$ cat src/iloagu_pkg.sv
// constants and types for the data-memory address generator
package iloagu_pkg;

  localparam int unsigned ADDR_W     = 12;
  localparam int unsigned BANK_W     = 4;
  localparam int unsigned FILE_W     = 8;
  localparam int unsigned AVS_AW     = 6;
  localparam int unsigned AVS_DW     = 32;

  // opcode field positions
  localparam int unsigned FILE_LSB   = 0;
  localparam int unsigned DEST_BIT   = 8;
  localparam int unsigned ACCESS_BIT = 9;

  // indexed window upper limit and access-bank split
  localparam logic [7:0] INDEX_MAX   = 8'h5f;
  localparam logic [7:0] ACC_HI_BASE = 8'h80;
  localparam logic [3:0] BANK_LOW    = 4'h0;
  localparam logic [3:0] BANK_HIGH   = 4'hf;

  // register byte offsets
  localparam logic [5:0] OFS_CTRL    = 6'h00;
  localparam logic [5:0] OFS_BANK    = 6'h04;
  localparam logic [5:0] OFS_PTR0    = 6'h08;
  localparam logic [5:0] OFS_PTR1    = 6'h0c;
  localparam logic [5:0] OFS_PTR2    = 6'h10;
  localparam logic [5:0] OFS_STATUS  = 6'h14;

  // reset values
  localparam logic       RST_EXT     = 1'b0;
  localparam logic [3:0] RST_BANK    = 4'h0;
  localparam logic [11:0] RST_PTR    = 12'h000;

  // extended opcodes enabled on top of the core set
  localparam int unsigned EXT_OP_COUNT = 8;

  typedef enum logic [1:0] {
    KIND_INHERENT,
    KIND_FILE,
    KIND_INDIRECT
  } iloagu_kind_t;

  typedef enum logic [2:0] {
    MODE_NONE,
    MODE_INDEXED,
    MODE_FORCED,
    MODE_LONG,
    MODE_INDIRECT
  } iloagu_mode_t;

endpackage

$ cat src/iloagu_top.sv
// data-memory address generator with indexed literal offset mode
// What this block does
// extended addressing applies only while the extended-set enable bit is 1.
// indexed mode needs the access bit 0 and a file field of at most 5Fh with extension on.
// indexed mode adds the file field to pointer two to reach any data address.
// access bit 0 with a field of 60h or more maps into access RAM 060h-07Fh and F80h-FFFh.
// access bit 1 uses direct-long addressing with the bank select register.
// instructions outside indexed mode resolve exactly as in the core set.
// inherent and literal instructions never get an offset-based address.
// indirect addressing through pointers zero and one is unchanged by the extension.
// memory size, register map and linear addressing stay the same either way.
// in indexed mode access locations 00h-5Fh form a window from pointer two to pointer two+95.
// access locations above 5Fh keep their normal mapping with extension on.
// window remapping affects indexed mode only, banked accesses stay direct.
// extension on makes eight extra opcodes available to the decoder.
// the file field is opcode bits 7:0, destination bit 8, access bit 9.
// direct-long forms a 12-bit address from the bank select register and the file field.
// each pointer holds 12 bits loaded from bits 11:0 of one bus write, upper write bits dropped.
// pointer two plus offset is truncated to 12 bits and wraps.
`timescale 1ns/1ps
`default_nettype none

module iloagu_top #(
  parameter int unsigned EXT_OPS = iloagu_pkg::EXT_OP_COUNT
) (
  input  wire logic                           clk,
  input  wire logic                           nrst,
  input  wire logic                           ce,
  input  wire logic [iloagu_pkg::AVS_AW-1:0]  avs_address,
  input  wire logic                           avs_read,
  input  wire logic                           avs_write,
  input  wire logic [iloagu_pkg::AVS_DW-1:0]  avs_writedata,
  output logic      [iloagu_pkg::AVS_DW-1:0]  avs_readdata,
  output logic                                avs_waitrequest,
  input  wire logic                           req_valid,
  input  wire logic [1:0]                     req_kind,
  input  wire logic [15:0]                    req_opcode,
  input  wire logic [1:0]                     req_ptr_sel,
  output logic      [iloagu_pkg::ADDR_W-1:0]  mem_addr,
  output logic                                mem_addr_valid,
  output logic      [2:0]                     mem_mode,
  output logic                                mem_dest_file,
  output logic                                ext_ops_enable,
  output logic      [7:0]                     ext_ops_count
);

  typedef logic [iloagu_pkg::ADDR_W-1:0] iloagu_addr_t;

  // resolve a file-field access; indexed mode only with extension on
  function automatic logic [2:0] file_mode(input logic ext, input logic acc,
                                           input logic [7:0] f);
    if (acc)
      file_mode = 3'(iloagu_pkg::MODE_LONG);
    else if (ext && f <= iloagu_pkg::INDEX_MAX)
      file_mode = 3'(iloagu_pkg::MODE_INDEXED);
    else
      file_mode = 3'(iloagu_pkg::MODE_FORCED);
  endfunction

  // access-bank mapping: low half in bank 0, high half in bank 15
  function automatic iloagu_addr_t access_map(input logic [7:0] f);
    if (f >= iloagu_pkg::ACC_HI_BASE)
      access_map = {iloagu_pkg::BANK_HIGH, f};
    else
      access_map = {iloagu_pkg::BANK_LOW, f};
  endfunction

  // ------------------------------------------------------------ registers
  logic         ext_q,   ext_d;
  logic [3:0]   bank_q,  bank_d;
  iloagu_addr_t ptr0_q,  ptr0_d;
  iloagu_addr_t ptr1_q,  ptr1_d;
  iloagu_addr_t ptr2_q,  ptr2_d;
  logic         ack_q,   ack_d;
  logic [31:0]  rdata_q, rdata_d;
  logic         acc_req;

  assign acc_req         = avs_read | avs_write;
  assign avs_waitrequest = acc_req & ~ack_q;
  assign avs_readdata    = rdata_q;

  always_comb
  begin
    ext_d   = ext_q;
    bank_d  = bank_q;
    ptr0_d  = ptr0_q;
    ptr1_d  = ptr1_q;
    ptr2_d  = ptr2_q;
    ack_d   = acc_req & ~ack_q;
    rdata_d = rdata_q;
    if (acc_req && !ack_q)
    begin
      rdata_d = 32'h0000_0000;
      if (avs_address == iloagu_pkg::OFS_CTRL)
      begin
        if (avs_write)
          ext_d = avs_writedata[0];
        rdata_d[0] = ext_q;
      end
      else if (avs_address == iloagu_pkg::OFS_BANK)
      begin
        if (avs_write)
          bank_d = avs_writedata[3:0];
        rdata_d[3:0] = bank_q;
      end
      else if (avs_address == iloagu_pkg::OFS_PTR0)
      begin
        if (avs_write)
          ptr0_d = avs_writedata[11:0];
        rdata_d[11:0] = ptr0_q;
      end
      else if (avs_address == iloagu_pkg::OFS_PTR1)
      begin
        if (avs_write)
          ptr1_d = avs_writedata[11:0];
        rdata_d[11:0] = ptr1_q;
      end
      else if (avs_address == iloagu_pkg::OFS_PTR2)
      begin
        if (avs_write)
          ptr2_d = avs_writedata[11:0];
        rdata_d[11:0] = ptr2_q;
      end
      else if (avs_address == iloagu_pkg::OFS_STATUS)
      begin
        rdata_d[11:0]  = mem_addr;
        rdata_d[14:12] = mem_mode;
        rdata_d[15]    = mem_addr_valid;
      end
    end
  end

  always_ff @(posedge clk or negedge nrst)
  begin
    if (!nrst)
    begin
      ext_q   <= iloagu_pkg::RST_EXT;
      bank_q  <= iloagu_pkg::RST_BANK;
      ptr0_q  <= iloagu_pkg::RST_PTR;
      ptr1_q  <= iloagu_pkg::RST_PTR;
      ptr2_q  <= iloagu_pkg::RST_PTR;
      ack_q   <= 1'b0;
      rdata_q <= 32'h0000_0000;
    end
    else if (ce)
    begin
      ext_q   <= ext_d;
      bank_q  <= bank_d;
      ptr0_q  <= ptr0_d;
      ptr1_q  <= ptr1_d;
      ptr2_q  <= ptr2_d;
      ack_q   <= ack_d;
      rdata_q <= rdata_d;
    end
  end

  // ------------------------------------------------------------ resolver
  logic [7:0]   fld;
  logic         acc_bit;
  logic [2:0]   fmode;
  iloagu_addr_t addr_d,  addr_q;
  logic         valid_d, valid_q;
  logic [2:0]   mode_d,  mode_q;
  logic         dest_d,  dest_q;

  assign fld     = req_opcode[iloagu_pkg::FILE_LSB +: iloagu_pkg::FILE_W];
  assign acc_bit = req_opcode[iloagu_pkg::ACCESS_BIT];
  assign fmode   = file_mode(ext_q, acc_bit, fld);

  always_comb
  begin
    addr_d  = addr_q;
    valid_d = 1'b0;
    mode_d  = mode_q;
    dest_d  = dest_q;
    if (req_valid)
    begin
      dest_d = 1'b0;
      if (req_kind == 2'(iloagu_pkg::KIND_FILE))
      begin
        valid_d = 1'b1;
        mode_d  = fmode;
        dest_d  = req_opcode[iloagu_pkg::DEST_BIT];
        if (fmode == 3'(iloagu_pkg::MODE_INDEXED))
          addr_d = iloagu_addr_t'(ptr2_q + iloagu_addr_t'(fld));
        else if (fmode == 3'(iloagu_pkg::MODE_LONG))
          addr_d = {bank_q, fld};
        else
          addr_d = access_map(fld);
      end
      else if (req_kind == 2'(iloagu_pkg::KIND_INDIRECT))
      begin
        valid_d = 1'b1;
        mode_d  = 3'(iloagu_pkg::MODE_INDIRECT);
        // pointer contents are used whole, no banking, same with extension on
        if (req_ptr_sel == 2'd0)
          addr_d = ptr0_q;
        else if (req_ptr_sel == 2'd1)
          addr_d = ptr1_q;
        else
          addr_d = ptr2_q;
      end
      else
      begin
        mode_d = 3'(iloagu_pkg::MODE_NONE);
        addr_d = addr_q;
      end
    end
  end

  always_ff @(posedge clk or negedge nrst)
  begin
    if (!nrst)
    begin
      addr_q  <= iloagu_pkg::RST_PTR;
      valid_q <= 1'b0;
      mode_q  <= 3'(iloagu_pkg::MODE_NONE);
      dest_q  <= 1'b0;
    end
    else if (ce)
    begin
      addr_q  <= addr_d;
      valid_q <= valid_d;
      mode_q  <= mode_d;
      dest_q  <= dest_d;
    end
  end

  assign mem_addr       = addr_q;
  assign mem_addr_valid = valid_q;
  assign mem_mode       = mode_q;
  assign mem_dest_file  = dest_q;
  assign ext_ops_enable = ext_q;
  assign ext_ops_count  = ext_q ? 8'(EXT_OPS) : 8'h00;

  logic take_file;
  assign take_file = ce && req_valid && req_kind == 2'(iloagu_pkg::KIND_FILE);
endmodule // iloagu_top

`default_nettype wire

$ cat config.mk
export PLATFORM = sky130hd
export DESIGN_NAME = iloagu_top
export DESIGN_NICKNAME = d
export VERILOG_FILES = /design/src/iloagu_pkg.sv /design/src/iloagu_top.sv
export SDC_FILE = /design/constraint.sdc
export NUM_CORES = 1
export LEC_CHECK = 0
export ABC_AREA = 1
export ABC_CLOCK_PERIOD_IN_PS = 5200
export BUFFER_PORTS_ARGS = -buffer_cell sky130_fd_sc_hd__buf_2
export CAP_MARGIN = 20
export CORE_UTILIZATION = 43
export CTS_BUF_LIST = sky130_fd_sc_hd__clkbuf_2
export CTS_CLUSTER_DIAMETER = 150
export CTS_CLUSTER_SIZE = 25
export DETAILED_ROUTE_END_ITERATION = 10
export GPL_ROUTABILITY_DRIVEN = 0
export PLACE_DENSITY = 0.75
export SETUP_SLACK_MARGIN = 0.5
export SYNTH_ARGS = -nofsm -noshare
export SYNTH_HDL_FRONTEND = slang
export SYNTH_SLANG_ARGS = --single-unit
$ cat constraint.sdc
create_clock -name clk -period 5.2 [get_ports clk]
set_clock_uncertainty 0.1 [all_clocks]
set_input_delay 1.04 -clock clk [delete_from_list [all_inputs] [get_ports clk]]
set_output_delay 1.04 -clock clk [all_outputs]
set_load 0.05 [all_outputs]
* Word-level counts from Yosys, hierarchy flattened
Index checks and enable logic that the tools add are counted.
** Operators by class
- Add/sub/neg operators :: 1
- Multiply operators :: 0
- Divide/modulo/power cells :: 0
- $lt $le $gt $ge :: 2
- Eq/ne operators :: 10
- Shift operators :: 0
- Multiplexer cells :: 27
- Bitwise logic cells :: 7
- Reductions and logical operators :: 14
** Operators by type and width (number)
- 2-to-1 mux 12 bit :: 11
- 2-to-1 mux 4 bit :: 5
- 2-to-1 mux 16 bit :: 1
- 2-to-1 mux 15 bit :: 1
- adder 12 x 8 -> 12 bit :: 1
- equality test 6 x 4 -> 1 bit (second input constant) :: 2
- equality test 6 x 5 -> 1 bit (second input constant) :: 2
- greater-or-equal comparator 8 bit (second input constant) :: 1
- less-or-equal comparator 8 x 7 -> 1 bit (second input constant) :: 1
- AND reduction 8 bit :: 1
- AND reduction 7 bit :: 1
- equality test 6 x 3 -> 1 bit (second input constant) :: 1
- logical NOT 6 bit :: 1
- 2-to-1 mux 3 bit :: 2
- AND reduction 6 bit :: 1
- 2-to-1 mux 1 bit :: 5
- inverter 1 bit :: 5
- AND reduction 5 bit :: 1
- equality test 2 x 1 -> 1 bit (second input constant) :: 2
- 2-to-1 mux 2 bit :: 2
- AND reduction 2 bit :: 2
- AND reduction 4 bit :: 1
- equality test 3 x 1 -> 1 bit (second input constant) :: 1
- equality test 3 x 2 -> 1 bit (second input constant) :: 1
- other kinds (8) :: 9
** Storage, ports and cells
- Flip-flop bits (word level) :: 75
- Latch bits :: 0
- Memory bits (writable) :: 0
- Bits in read-only memories :: 0
- Input port bits :: 64
- Word-level logic and storage cells :: 72
- Memories kept :: 0

* Depth between registers and ports, before layout
- Word-level depth :: 8
- Gate-level depth with buffers :: 14
- Mapped depth without buffers :: 14

* Least setup slack after synthesis
No wires, ideal clock.
- Path type :: input -> output
- From :: input avs_read
- To :: output avs_waitrequest
- Arrival time :: 1.384 ns
- Data required time :: 4.060 ns
- Path slack :: 2.676 ns
- Stages on the path :: 2
- Path buffers :: 0
- Path through :: nor2_1 -> nor2_4
** Between the ends
- Cells in the longest elaborated chain, start to end :: 2
** Ends and longest elaborated chain
- start: declaration :: RTL line iloagu_top.sv:30 : input wire logic avs_read,
- bitwise OR 1 bit :: RTL line iloagu_top.sv:78 : assign acc_req = avs_read | avs_write;
- bitwise AND 1 bit :: RTL line iloagu_top.sv:79 : assign avs_waitrequest = acc_req & ~ack_q;
- end: declaration :: RTL line iloagu_top.sv:34 : output logic avs_waitrequest,
Every way passes these cells.

* Worst setup path after layout
- From :: input avs_write
- To :: output avs_waitrequest
** Between the ends
- Cells in the longest elaborated chain, start to end :: 2
** Ends and longest elaborated chain
- start: declaration :: RTL line iloagu_top.sv:31 : input wire logic avs_write,
- bitwise OR 1 bit :: RTL line iloagu_top.sv:78
- bitwise AND 1 bit :: RTL line iloagu_top.sv:79
Every way passes these cells.

==> impl_results.html <==
<table>
<tr><th>Metric</th><th>Value</th></tr>
<tr><th colspan="2">Synth</th></tr>
<tr><td>Most area-hungry cell type in the Yosys netlist</td><td>sky130_fd_sc_hd__dfrtp_1</td></tr>
<tr><td>Avg Inst Size Synth</td><td>around 7.6 sq um</td></tr>
<tr><td>Synth area leaders</td><td>sky130_fd_sc_hd__dfrtp_1 (40%), sky130_fd_sc_hd__nand2_1 (15%), sky130_fd_sc_hd__inv_1 (6.2%)</td></tr>
<tr><td>Portion of the post-synthesis area used by sequential elements</td><td>0.3994</td></tr>
<tr><td>Library cells used by synthesis</td><td>42</td></tr>
<tr><td>Yosys warnings</td><td>0</td></tr>
<tr><td>Number of standard cells after synthesis</td><td>615</td></tr>
<tr><td>Area of the mapped netlist</td><td>4700 sq um</td></tr>
<tr><td>Post-synthesis register bit count</td><td>75</td></tr>
<tr><td>Portion of synthesized cell area occupied by the leading cell type</td><td>0.3994</td></tr>
<tr><th colspan="2">Clock network</th></tr>
<tr><td>Total number of H-tree levels</td><td>3</td></tr>
<tr><td>Longest Clk Path Bufs</td><td>2</td></tr>
<tr><td>Clk Tree Root Cell</td><td>sky130_fd_sc_hd__clkbuf_2</td></tr>
<tr><td>Number of setup buffers added after CTS</td><td>0</td></tr>
<tr><td>Clock net sink count</td><td>75</td></tr>
<tr><td>TritonCTS clock tree</td><td>built</td></tr>
<tr><td>Hold-fix buffers, CTS</td><td>0</td></tr>
<tr><td>Resized Gates After CTS</td><td>0</td></tr>
<tr><td>Number of buffers added by the clock tree synthesis step</td><td>9</td></tr>
<tr><td>Skew-Pair Late Insertion Delay</td><td>550 ps</td></tr>
<tr><td>Worst-path clk slew</td><td>190 ps</td></tr>
<tr><th colspan="2">Timing</th></tr>
<tr><td>Aggregate negative setup slack</td><td>0 ps</td></tr>
<tr><td>Worst Max-Slew Pin Slew</td><td>993.6 ps</td></tr>
<tr><td>Max-Slew Margin vs Limit</td><td>0.3376</td></tr>
<tr><td>Post-route minimum period</td><td>2776 ps</td></tr>
<tr><td>Final setup margin</td><td>2424 ps</td></tr>
<tr><td>Setup repair after global routing missed its margin</td><td>no</td></tr>
<tr><td>Finish-stage setup viols</td><td>0</td></tr>
<tr><td>Max-slew violation count</td><td>0</td></tr>
<tr><td>Number of hold violations in the final report</td><td>0</td></tr>
<tr><td>Achievable Freq</td><td>360.3 MHz</td></tr>
<tr><td>Period utilization</td><td>0.5338</td></tr>
<tr><th colspan="2">Route</th></tr>
<tr><td>Routed WL</td><td>12430 um</td></tr>
<tr><td>Violation count after the first detailed-route iteration</td><td>439</td></tr>
<tr><td>Post-DR vias/cell</td><td>5.305</td></tr>
<tr><td>Wire length per cell</td><td>15.14 um</td></tr>
<tr><td>DR DRC count</td><td>0</td></tr>
<tr><td>Count of vias placed by the detailed router</td><td>4355</td></tr>
<tr><td>Length of the first detailed-routing pass in iterations</td><td>5</td></tr>
<tr><td>ANT nets after route</td><td>0</td></tr>
<tr><th colspan="2">Die</th></tr>
<tr><td>Number of primary I/O pins</td><td>123</td></tr>
<tr><td>Horizontal die dimension</td><td>106.5 um</td></tr>
<tr><td>Standard-cell rows</td><td>37</td></tr>
<tr><td>Placeable core region</td><td>10460 sq um</td></tr>
<tr><td>Full die area</td><td>~11000 sq um</td></tr>
<tr><td>Initial core utilization</td><td>0.4492</td></tr>
<tr><td>Die height</td><td>about 110 um</td></tr>
<tr><th colspan="2">Finish</th></tr>
<tr><td>Number of fill cells in the layout</td><td>1038</td></tr>
<tr><td>Inserted Diodes</td><td>0</td></tr>
<tr><td>Net count of the finished layout</td><td>755</td></tr>
<tr><td>Commonest non-fill, non-tap cell in the layout</td><td>sky130_fd_sc_hd__nand2_1</td></tr>
<tr><td>Non-Filler Instances</td><td>821</td></tr>
<tr><td>Layout cell share with drive strength beyond 1</td><td>0.1781</td></tr>
<tr><td>Most frequent cells in the layout</td><td>sky130_fd_sc_hd__nand2_1 (188), sky130_fd_sc_hd__inv_1 (77), sky130_fd_sc_hd__dfrtp_1 (75), sky130_fd_sc_hd__buf_2 (73), sky130_fd_sc_hd__nor2_1 (36)</td></tr>
<tr><td>Area grow syn2layout</td><td>9.318%</td></tr>
<tr><th colspan="2">Job</th></tr>
<tr><td>Max-cap violations</td><td>0</td></tr>
<tr><th colspan="2">Critical path</th></tr>
<tr><td>Worst path arrival time</td><td>1640 ps</td></tr>
<tr><td>Crit-path slowest cell</td><td>sky130_fd_sc_hd__buf_2</td></tr>
<tr><td>Cells traversed along the worst timing path</td><td>buf_2 &gt; nor2_1 &gt; nor2_4 &gt; buf_2</td></tr>
<tr><td>Required time at the worst-slack endpoint</td><td>around 4100 ps</td></tr>
<tr><td>Largest driver fanout on the critical path</td><td>3</td></tr>
<tr><td>Nature of the critical path startpoint</td><td>input port</td></tr>
<tr><td>Longest individual stage delay on the worst path</td><td>270 ps</td></tr>
<tr><td>Critical setup path kind</td><td>input port to output port</td></tr>
<tr><td>Element type at the critical path end</td><td>output port</td></tr>
<tr><td>Critical path's most frequent cell</td><td>sky130_fd_sc_hd__buf_2</td></tr>
<tr><th colspan="2">Status</th></tr>
<tr><td>Result of the run</td><td>finished, final reports clean</td></tr>
<tr><th colspan="2">Global route</th></tr>
<tr><td>Via count of the first global-routing pass</td><td>4121</td></tr>
<tr><td>Remaining global-route overflow</td><td>0</td></tr>
<tr><td>Largest net degree at the start of global routing</td><td>45</td></tr>
<tr><td>Global-route wire length before repair</td><td>around 20000 um</td></tr>
<tr><td>Initial antenna violation count</td><td>0</td></tr>
<tr><td>Aggregate global-route resource usage</td><td>0.2316</td></tr>
<tr><th colspan="2">Worst hold path</th></tr>
<tr><td>Tightest Hold Check Type</td><td>register to register</td></tr>
<tr><th colspan="2">Power</th></tr>
<tr><td>Proportion of power drawn by flip-flops and latches</td><td>0.479</td></tr>
<tr><td>Internal power component</td><td>0.0008476 W</td></tr>
<tr><td>Leakage power figure</td><td>2.837 nW</td></tr>
<tr><td>Worst vdd ir</td><td>0.1024 mV</td></tr>
<tr><td>Total power after layout</td><td>0.001432 W</td></tr>
<tr><td>Share of total power in combinational logic</td><td>0.290</td></tr>
<tr><td>Clock Power Share</td><td>0.230</td></tr>
<tr><td>Net switching power of the design</td><td>0.0005843 W</td></tr>
<tr><td>Power per cell area</td><td>278.7 nW/um^2</td></tr>
<tr><td>Sw Ratio</td><td>0.4081</td></tr>
<tr><th colspan="2">Placed design</th></tr>
<tr><td>Worst slack, placed</td><td>around 2000 ps</td></tr>
<tr><td>Count of buffers from port buffering</td><td>between 70 and 80</td></tr>
<tr><td>Placed Cells</td><td>805</td></tr>
<tr><td>HPWL reported at the end of detailed placement</td><td>9435 um</td></tr>
</table>
[final cells by class]
type                    instances  area, sq um  area share
clock buffers                   9        45.04    0.008768
clock inverters                 7        67.56     0.01315
inverters                      82        310.3     0.06040
multi-input cells             438         2295      0.4467
flip-flops and latches         75         1877      0.3653
well taps                     136        170.2     0.03312
repair buffers                 74        372.9     0.07258
[flip-flops by register name (all words and copies together) (netlist names)]
| name | flops |
|---|---|
| avs_readdata | 16 |
| mem_addr | 12 |
| ptr0_q | 12 |
| ptr1_q | 12 |
| ptr2_q | 12 |
| bank_q | 4 |
| mem_mode | 3 |
| ack_q | 1 |
| ext_ops_enable | 1 |
| mem_addr_valid | 1 |
| mem_dest_file | 1 |
[power groups by stage]
stage / logic [W] / registers [W] / clock network, W
after floorplan: 0.000207 / 0.000797 / 0
after global placement: 0.000406 / 0.000695 / 0
after detailed placement: 0.000414 / 0.000696 / 0
after CTS: 0.000415 / 0.000685 / 0.000332
after global routing: 0.000451 / 0.000692 / 0.000358
final: 0.000416 / 0.000686 / 0.000330
[worst max-delay path: cells and delay by family]
family / cells / cell delay, ps
buf+inv: 2 / 410
simple gates: 2 / 190
[cells in the mapped netlist (all sizes together)]
master   instances
conb             1
fa               1
nand2          193
o31ai            1
xnor2            2
nand3           28
buf             37
a22oi            3
or2              2
o21a             2
nor2            45
o21ai           61
o2bb2ai          3
a21o             1
o2111ai          6
clkbuf           5
dfrtp           75
a21oi           32
ha              10
nand4            5
inv             81
mux2             5
o221ai           9
o211ai           3
a31oi            2
clkinv           1
xor2             1
[path summary, 6_finish.rpt]
kind / start / to / slack, ps / depth (start not counted)
hold reg to reg: avs_readdata[1] / avs_readdata[1] / 400 / 2
max in group asynchronous: nrst / bank_q[2] / 3470 / 2
setup / recovery: avs_write / avs_waitrequest / 2420 / 4
setup reg to reg: ptr2_q[0] / mem_addr[4] / 2960 / 10
hold / removal: avs_readdata[1] / avs_readdata[1] / 400 / 2
min in group asynchronous: nrst / mem_addr_valid / 510 / 1
[layer usage]
metal  up-vias  wire (um)  GRT usage
met5         -          0          0
met4         0        377    0.09883
met2       221       5653     0.3627
met1      2026       5425     0.3098
li1       2074          -          -
met3        34        974    0.04844
[per-stage QoR]
stage / utilization / instance area, sq um / hold WS [ps]
after floorplan: - / 4782 / 373.1
after global placement: 0.4803 / 5025 / 359.8
after detailed placement: 0.4803 / 5025 / 362.4
after CTS: 0.4910 / 5137 / 404.5
after global routing: 0.4910 / 5137 / 444.3
final: 0.4910 / 5137 / 401.2
[cell families (layout without fill, tap and decap cells)]
logic type / Yosys count / in the layout / synth area share
fa+ha+maj: 11 / 11 / 0.03088
flops: 75 / 75 / 0.3994
mux: 5 / 5 / 0.01597
other cells: 1 / 23 / 0.0007980
buf+inv: 124 / 172 / 0.1299
xor+xnor: 3 / 3 / 0.005592
simple gates: 273 / 273 / 0.2630
compound gates: 123 / 123 / 0.1544
Note: power is estimated with default switching activity, not from simulation.
